**src/sevg_params.svh**
```systemverilog
// Offsets, codes and layout constants for the system event vector generator
`ifndef SEVG_PARAMS_SVH
`define SEVG_PARAMS_SVH

// ****************************************
// Register offsets (byte addresses)
// ****************************************
`define SEVG_OFF_USER_NMI_VECTOR 9'h19A
`define SEVG_OFF_SYSTEM_NMI_VECTOR 9'h19C
`define SEVG_OFF_RESET_CAUSE_VECTOR 9'h19E
`define SEVG_OFF_IRQ_STATUS 9'h1A0
`define SEVG_OFF_IRQ_ENABLE 9'h1A2
`define SEVG_OFF_IRQ_CLEAR 9'h1A4

// ****************************************
// Widths and reset values
// ****************************************
`define SEVG_ADDR_W 9
`define SEVG_DATA_W 16
`define SEVG_RST_SRC_N 23
`define SEVG_SNMI_SRC_N 12
`define SEVG_UNMI_SRC_N 2
`define SEVG_NONE_CODE 16'h0000
`define SEVG_IRQ_ENABLE_RST 3'h0

// ****************************************
// Interrupt status bit positions
// ****************************************
`define SEVG_IRQ_RST_BIT 0
`define SEVG_IRQ_SNMI_BIT 1
`define SEVG_IRQ_UNMI_BIT 2

// ****************************************
// Reset class encodings
// ****************************************
`define SEVG_CLASS_NONE 2'h0
`define SEVG_CLASS_BOR 2'h1
`define SEVG_CLASS_POR 2'h2
`define SEVG_CLASS_PUC 2'h3

`endif

```
**src/sevg_pkg.sv**
```systemverilog
// Types shared by the system event vector generator
package sevg_pkg;

  typedef struct packed {
    logic [8:0] addr;
    logic [15:0] wdata;
    logic wr;
    logic rd;
  } sevg_bus_req_t;

  // Reset event sources, lowest index = highest priority
  typedef struct packed {
    logic seg_three_violation_flag;
    logic seg_two_violation_flag;
    logic seg_one_violation_flag;
    logic info_segment_violation_flag;
    logic ip_segment_violation_flag;
    logic clock_system_key_violation;
    logic protection_unit_key_violation;
    logic power_mgmt_key_violation;
    logic periph_area_fetch;
    logic fram_uncorrectable;
    logic fram_ctrl_key_violation;
    logic watchdog_key_violation;
    logic watchdog_expiry_flag;
    logic software_poweron_request;
    logic rsv_12;
    logic rsv_10;
    logic high_supply_supervisor_flag;
    logic rsv_0c;
    logic security_violation;
    logic deep_lpm_wakeup;
    logic software_brownout_request;
    logic reset_pin_flag;
    logic brownout;
  } sevg_rst_src_t;

  typedef struct packed {
    logic fram_correctable;
    logic debug_mailbox_out_flag;
    logic debug_mailbox_in_flag;
    logic vacant_access_flag;
    logic seg_three_violation_flag;
    logic seg_two_violation_flag;
    logic seg_one_violation_flag;
    logic info_segment_violation_flag;
    logic ip_segment_violation_flag;
    logic access_time_error_flag;
    logic fram_uncorrectable;
    logic supervisor_lp_reset_entry;
  } sevg_snmi_src_t;

  typedef struct packed {
    logic oscillator_fault_flag;
    logic nmi_pin_flag;
  } sevg_unmi_src_t;

endpackage

```
**src/sevg_top.sv**
```systemverilog
// System event vector generator: reset, system NMI and user NMI vectors
//
// Implementation choice: strobed register access.
`timescale 1ns/1ps
`include "sevg_params.svh"

// Notes on behaviour
// Reset vector reads 02h brownout, 04h reset pin, 06h software brownout, all brownout-level.
// Reset vector reads 08h deep low-power wakeup, 0Ah security, 0Eh high-side supervisor; 0Ch,10h,12h reserved.
// A software power-on request reads 14h and is power-on-level.
// Watchdog expiry reads 16h and bad watchdog key 18h, both power-up-clear-level.
// FRAM control key violation reads 1Ah and uncorrectable FRAM error 1Ch, both power-up-clear-level.
// An instruction fetch from the peripheral area reads 1Eh, power-up-clear-level.
// Power, protection-unit and clock key violations read 20h, 22h, 24h, power-up-clear-level.
// Segment violations set to reset read 26h IP, 28h info, 2Ah/2Ch/2Eh segments 1 to 3.
// Each vector reads the highest-priority pending code, lower code first, 00h when idle.
// System NMI reads 02h supervisor low-power entry, 04h uncorrectable FRAM, 06h access time.
// Segment violations to system NMI read 08h IP, 0Ah info, 0Ch/0Eh/10h segments 1 to 3.
// A vacant memory access reads system NMI code 12h.
// Mailbox input written reads 14h, mailbox output event 16h.
// Correctable FRAM error reads 18h, the lowest source; 1Ah to 1Eh reserved.
// User NMI reads 02h for the NMI pin, highest, and 04h for oscillator fault.
// Reading a vector clears the flag of the code it returned.
module sevg_top #(
  parameter int RST_N = `SEVG_RST_SRC_N,
  parameter int SNMI_N = `SEVG_SNMI_SRC_N,
  parameter int UNMI_N = `SEVG_UNMI_SRC_N
) (
  input wire logic clk_sys_i, // 200 MHz system clock
  input wire logic reset_i, // Sync active-high reset
  input wire sevg_pkg::sevg_bus_req_t bus_i, // Register bus request
  input wire sevg_pkg::sevg_rst_src_t rst_evt_i, // Reset event pulses
  input wire sevg_pkg::sevg_snmi_src_t snmi_evt_i, // System NMI event pulses
  input wire sevg_pkg::sevg_unmi_src_t unmi_evt_i, // User NMI event pulses
  output logic [15:0] rdata_o, // Read data, cycle after rd
  output logic [1:0] rst_class_o, // Class of pending top reset
  output logic snmi_pend_o, // System NMI pending
  output logic unmi_pend_o, // User NMI pending
  output logic irq_o // Level interrupt
);
  import sevg_pkg::*;

  // ****************************************
  // Helpers
  // ****************************************
  // Lowest set index wins; code = 2*(index+1), zero when idle
  function automatic logic [15:0] prio_code(input logic [31:0] flags);
    logic [15:0] c;
    c = `SEVG_NONE_CODE;
    for (int i = 31; i >= 0; i--) begin
      if (flags[i]) begin
        c = 16'((i + 1) * 2);
      end
    end
    return c;
  endfunction

  // One-hot mask of the flag that a code names
  function automatic logic [31:0] code_mask(input logic [15:0] code);
    logic [31:0] m;
    m = 32'h0000_0000;
    if (code != `SEVG_NONE_CODE) begin
      m[5'((code >> 1) - 16'h0001)] = 1'b1;
    end
    return m;
  endfunction

  // ****************************************
  // Flags and decode
  // ****************************************
  logic [RST_N-1:0] rst_flag_r;
  logic [RST_N-1:0] rst_flag_nxt;
  logic [SNMI_N-1:0] snmi_flag_r;
  logic [SNMI_N-1:0] snmi_flag_nxt;
  logic [UNMI_N-1:0] unmi_flag_r;
  logic [UNMI_N-1:0] unmi_flag_nxt;
  logic [2:0] irq_stat_r;
  logic [2:0] irq_stat_nxt;
  logic [2:0] irq_en_r;

  wire [31:0] rst_flag_w = 32'(rst_flag_r);
  wire [31:0] snmi_flag_w = 32'(snmi_flag_r);
  wire [31:0] unmi_flag_w = 32'(unmi_flag_r);
  // Reserved reset slots are never set
  wire [RST_N-1:0] rst_evt_w = rst_evt_i & ~(RST_N'(23'h0001A0));

  wire [15:0] rst_code_w = prio_code(rst_flag_w);
  wire [15:0] snmi_code_w = prio_code(snmi_flag_w);
  wire [15:0] unmi_code_w = prio_code(unmi_flag_w);

  wire rd_rst_w = bus_i.rd && bus_i.addr == `SEVG_OFF_RESET_CAUSE_VECTOR;
  wire rd_snmi_w = bus_i.rd && bus_i.addr == `SEVG_OFF_SYSTEM_NMI_VECTOR;
  wire rd_unmi_w = bus_i.rd && bus_i.addr == `SEVG_OFF_USER_NMI_VECTOR;
  wire rd_stat_w = bus_i.rd && bus_i.addr == `SEVG_OFF_IRQ_STATUS;
  wire rd_en_w = bus_i.rd && bus_i.addr == `SEVG_OFF_IRQ_ENABLE;
  wire wr_en_w = bus_i.wr && bus_i.addr == `SEVG_OFF_IRQ_ENABLE;
  wire wr_clr_w = bus_i.wr && bus_i.addr == `SEVG_OFF_IRQ_CLEAR;

  // Read-to-clear only drops the reported flag; a new event still sets
  wire [RST_N-1:0] rst_clr_w = rd_rst_w ? RST_N'(code_mask(rst_code_w)) : '0;
  wire [SNMI_N-1:0] snmi_clr_w = rd_snmi_w ? SNMI_N'(code_mask(snmi_code_w)) : '0;
  wire [UNMI_N-1:0] unmi_clr_w = rd_unmi_w ? UNMI_N'(code_mask(unmi_code_w)) : '0;

  assign rst_flag_nxt = (rst_flag_r & ~rst_clr_w) | rst_evt_w;
  assign snmi_flag_nxt = (snmi_flag_r & ~snmi_clr_w) | SNMI_N'(snmi_evt_i);
  assign unmi_flag_nxt = (unmi_flag_r & ~unmi_clr_w) | UNMI_N'(unmi_evt_i);

  wire [2:0] irq_evt_w = {|unmi_evt_i, |snmi_evt_i, |rst_evt_w};
  wire [2:0] irq_clr_w = wr_clr_w ? bus_i.wdata[2:0] : 3'h0;
  assign irq_stat_nxt = (irq_stat_r & ~irq_clr_w) | irq_evt_w;

  // Class of the top reset cause
  wire [4:0] rst_idx_w = 5'((rst_code_w >> 1) - 16'h0001);
  wire [1:0] rst_class_w = (rst_code_w == `SEVG_NONE_CODE) ? `SEVG_CLASS_NONE :
    (rst_idx_w <= 5'h07) ? `SEVG_CLASS_BOR :
    (rst_idx_w == 5'h09) ? `SEVG_CLASS_POR : `SEVG_CLASS_PUC;

  wire [15:0] rdata_w = rd_rst_w ? rst_code_w :
    rd_snmi_w ? snmi_code_w :
    rd_unmi_w ? unmi_code_w :
    rd_stat_w ? {13'h0000, irq_stat_r} :
    rd_en_w ? {13'h0000, irq_en_r} : 16'h0000;

  // ****************************************
  // Registers
  // ****************************************
  always_ff @(posedge clk_sys_i) begin
    if (reset_i) begin
      rst_flag_r <= '0;
      snmi_flag_r <= '0;
      unmi_flag_r <= '0;
      irq_stat_r <= 3'h0;
      irq_en_r <= `SEVG_IRQ_ENABLE_RST;
    end else begin
      rst_flag_r <= rst_flag_nxt;
      snmi_flag_r <= snmi_flag_nxt;
      unmi_flag_r <= unmi_flag_nxt;
      irq_stat_r <= irq_stat_nxt;
      if (wr_en_w) begin
        irq_en_r <= bus_i.wdata[2:0];
      end
    end
  end

  always_ff @(posedge clk_sys_i) begin
    if (reset_i) begin
      rdata_o <= 16'h0000;
      rst_class_o <= `SEVG_CLASS_NONE;
      snmi_pend_o <= 1'b0;
      unmi_pend_o <= 1'b0;
      irq_o <= 1'b0;
    end else begin
      rdata_o <= rdata_w;
      rst_class_o <= rst_class_w;
      snmi_pend_o <= |snmi_flag_r;
      unmi_pend_o <= |unmi_flag_r;
      irq_o <= |(irq_stat_nxt & irq_en_r);
    end
  end
endmodule

```
**config.mk**
```make
export PLATFORM = sky130hd
export DESIGN_NAME = sevg_top
export DESIGN_NICKNAME = d
export VERILOG_FILES = /design/src/sevg_pkg.sv /design/src/sevg_top.sv
export VERILOG_INCLUDE_DIRS = /design/src
export SDC_FILE = /design/constraint.sdc
export NUM_CORES = 1
export LEC_CHECK = 0
export ABC_AREA = 1
export BUFFER_PORTS_ARGS = -buffer_cell sky130_fd_sc_hd__buf_2
export CAP_MARGIN = 15
export CELL_PAD_IN_SITES_DETAIL_PLACEMENT = 1
export CELL_PAD_IN_SITES_GLOBAL_PLACEMENT = 2
export CORE_AREA = 2 2 129 93
export DETAILED_ROUTE_END_ITERATION = 8
export DIE_AREA = 0 0 131 95
export PLACE_DENSITY_LB_ADDON = 0.15
export REMOVE_ABC_BUFFERS = 1
export SETUP_SLACK_MARGIN = 0.02
export SYNTH_ARGS = -nofsm -noshare
export SYNTH_HDL_FRONTEND = slang
export SYNTH_SLANG_ARGS = --single-unit
```
**constraint.sdc**
```tcl
create_clock -name clk_sys_i -period 3 [get_ports clk_sys_i]
set_input_delay 0.45 -clock clk_sys_i [delete_from_list [all_inputs] [get_ports clk_sys_i]]
set_output_delay 0.45 -clock clk_sys_i [all_outputs]
set_load 0.05 [all_outputs]
```
==> implementation parameters <==
Parameter                              Value

Worst setup path
  Critical Path Slowest Stage Cell ... sky130_fd_sc_hd__dfxtp_2
  WP data required ... about 3.2 ns
  Arrival time of the worst setup path ... roughly 3.3 ns
  Category of the worst setup path launch point ... register
  Worst setup path startpoint ... rst_flag_r[21]
  Endpoint type of the worst setup path ... register
  Critical path start-end classification ... register to register
  Cell repeated most along the worst path ... sky130_fd_sc_hd__nand2_1
  Max stage delay on crit path ... roughly 0.33 ns
  CP max FO ... 3
  RR Startpoint ... rst_flag_r[21]

Pwr
  P per Cell Area ... 483.6 mW/mm^2
  Total power consumption of the routed design ... 0.001916 W
  Static leakage ... 1.961 nW
  Worst supply voltage drop on vdd ... ~0.22 mV

Job
  Maximum capacitance violations ... 0

Clock tree
  Longest Clk Path Bufs ... 2
  Number of buffers added by the clock tree synthesis step ... 5
  Clk root buf ... sky130_fd_sc_hd__clkbuf_16
  Clock tree from TritonCTS ... built
  Clock latency reported for the late side of the worst-skew pair ... between 0.2 and 0.3 ns
  Post-CTS Hold Buffers ... 0
  TritonCTS Sinks ... 54
  Number of levels the H-tree was split into ... 2
  Clock transition at path regs ... 0.07 ns

Floorplan
  # rows ... 33
  Effective utilization at floorplan ... a little over a quarter
  Height of the die ... between 90 and 100 um
  # IOs ... 87
  Die width ... ~130 um
  Total core area ... 0.01135 mm^2
  Die area ... roughly 0.012 mm^2

GRT
  Initial antenna violation count ... 0
  Total routing resource utilization after global routing ... between 10% and 20%
  Pin count of the biggest net entering global routing ... 39
  Global-route wire length before repair ... around 15 mm
  Grt total ovfl ... 0
  Number of global-route vias before repair ... a little over 3000

Place
  Final Wtd Congestion ... 0.7801
  Total instance count after detailed placement ... approximately 670
  Half-perimeter wire length after detailed placement ... 7.645 mm
  Count of buffers from port buffering ... 60

Yosys
  Cell Area, Synth ... around 0.0030 mm^2
  Top cell type by total area after synthesis ... sky130_fd_sc_hd__dfxtp_1
  Number of unique standard cell types used by synthesis ... 36
  Fraction of post-synthesis cell area in the top cell type by area ... 36.55%
  Number of warnings printed during yosys synthesis ... 0
  Average footprint of a synthesized cell ... 6.753 um^2
  Leading post-synthesis cells by cell area ... sky130_fd_sc_hd__dfxtp_1 (37%), sky130_fd_sc_hd__inv_1 (11%), sky130_fd_sc_hd__nand2_1 (9.8%)
  Syn Inst Count ... 438
  Flop and latch count out of synthesis ... 54
  Sequential area share after synthesis ... between 30% and 40%

Routing
  DR WL/cell ... approximately 14 um
  TritonRoute pass-1 iters ... 4
  Post-route ant nets ... 0
  Detailed Route WL ... ~9.7 mm
  Via density per instance ... between 4 and 5
  Starting DRT DRC Count ... between 100 and 150
  Number of design rule violations left after detail routing ... 0
  Detailed-route via count ... roughly 3100

Final layout
  Growth of design area from synthesis to finish ... 33.93%
  Ant diodes ... 0
  Final Non-Filler Cells ... roughly 700
  Count of nets after finishing ... between 600 and 700
  Leading cell types in the layout, fill and taps excluded ... sky130_fd_sc_hd__inv_1 (85), sky130_fd_sc_hd__nand2_1 (72), sky130_fd_sc_hd__buf_2 (60)
  Most common cell after layout, fill and taps aside ... sky130_fd_sc_hd__inv_1
  Share of layout cells above drive strength 1 ... a little over a quarter

Status
  Violations in the final reports ... setup timing
  Result of the run ... finished, violations left

STA
  Final clock skew ... between 0.008 and 0.009 ns
  Number of setup violations in the final report ... 20
  Total count of max-transition violations in the final report ... 0
  Highest achievable clock rate ... approximately 320 MHz
  Minimum clock period ... around 3 ns
  Max-Slew Margin vs Limit ... a little under three fifths
  Final critical-path share of the clock period ... 102.8%
  Worst setup margin ... -0.08291 ns
  Unrepaired setup endpoints after global routing ... yes
  Hold slack ... 0.3829 ns
  Slew @ Worst Pin ... between 0.6 and 0.7 ns
  Hold Violations, Final ... 0

Min path
  Type of the most critical hold path ... input pin to register
  Hold wc startpoint ... snmi_evt_i[1]
==> where the power goes <==
group          switching, W  internal (W)
sequential        0.0000287      0.000758
clock              0.000267      0.000413
combinational      0.000282      0.000168
==> layer usage <==
layer	track usage (%)	wire, um	vias to the layer above
li1	-	-	1584
met1	24.50	5486	1420
met2	22.88	3873	42
met3	2.946	251	7
met4	3.103	68	0
met5	0	0	-
==> layout make-up <==
cell class	count	area [um^2]
clock buffers	6	138.9
clock inverters	1	30.03
repair buffers	94	595.6
multi-input cells	283	1555
inverters	93	361.6
flip-flops and latches	54	1084
fillers	1441	7393
well taps	157	196.4
==> per-stage QoR <==
| stage | setup TNS [ns] | instance area (um^2) | setup slack (ns) | utilization (%) |
|---|---|---|---|---|
| CTS | 0 | 3789 | 0.02262 | 33.37 |
| global placement | -0.2255 | 3563 | -0.05658 | 31.38 |
| floorplan | -0.4529 | 2879 | -0.1204 | - |
| global route | -9.954 | 3961 | -0.4605 | 34.89 |
| detailed placement | -0.9667 | 3563 | -0.1286 | 31.38 |
| finish | -0.5921 | 3961 | -0.08291 | 34.89 |
==> cells in the mapped netlist, drive strengths merged <==
master / number
a21oi: 43
nor4: 11
conb: 1
o21a: 1
o21ai: 21
dfxtp: 54
nand4: 24
nor3: 5
or2: 1
nor2: 38
o211a: 1
nand3b: 1
xor2: 2
a41oi: 1
nand2: 82
o311ai: 2
buf: 13
nand3: 26
a31oi: 4
inv: 93
o22ai: 1
o32ai: 3
clkbuf: 4
ha: 5
a41o: 1
==> flip-flops by register name, indices dropped and copies added, names as in the netlist <==
name         count
snmi_flag_r     12
snmi_pend_o      1
unmi_flag_r      2
irq_en_r         3
rdata_o          6
unmi_pend_o      1
rst_class_o      2
irq_stat_r       3
rst_flag_r      23
irq_o            1
==> worst max-delay path: cells and delay by family, from the launching register on <==
family	cells	cell delay, ns
simple gates	27	1.83
flops	1	0.33
buf+inv	4	0.30
xor+xnor	1	0.21
fa+ha+maj	1	0.15
compound gates	1	0.12
==> path summary, 6_finish.rpt <==
kind	cells after the start	slack (ns)	end
max	34	-0.08	rst_flag_r[11]
min	2	0.38	snmi_flag_r[1]
max reg2reg	34	-0.08	rst_flag_r[11]
min reg2reg	2	0.47	rst_flag_r[10]
==> logic make-up (layout without fill, tap and decap cells) <==
kind of cell | after synthesis | in the layout | synth area share (%)
simple gates | 188 | 188 | 29.65
other cells | 1 | 10 | 0.1268
fa+ha+maj | 5 | 5 | 2.115
buf+inv | 110 | 194 | 15.61
flops | 54 | 54 | 36.55
xor+xnor | 2 | 2 | 1.227
compound gates | 78 | 78 | 14.72
==> repair_timing <==
action | in CTS | in global routing
setup endpoints to repair | 25 | 25
setup buffers | 4 | 5
gates cloned | 0 | 0
gates resized for setup | 8 | 32
pin swaps | 5 | 25
(Power assumes the default switching activity.)
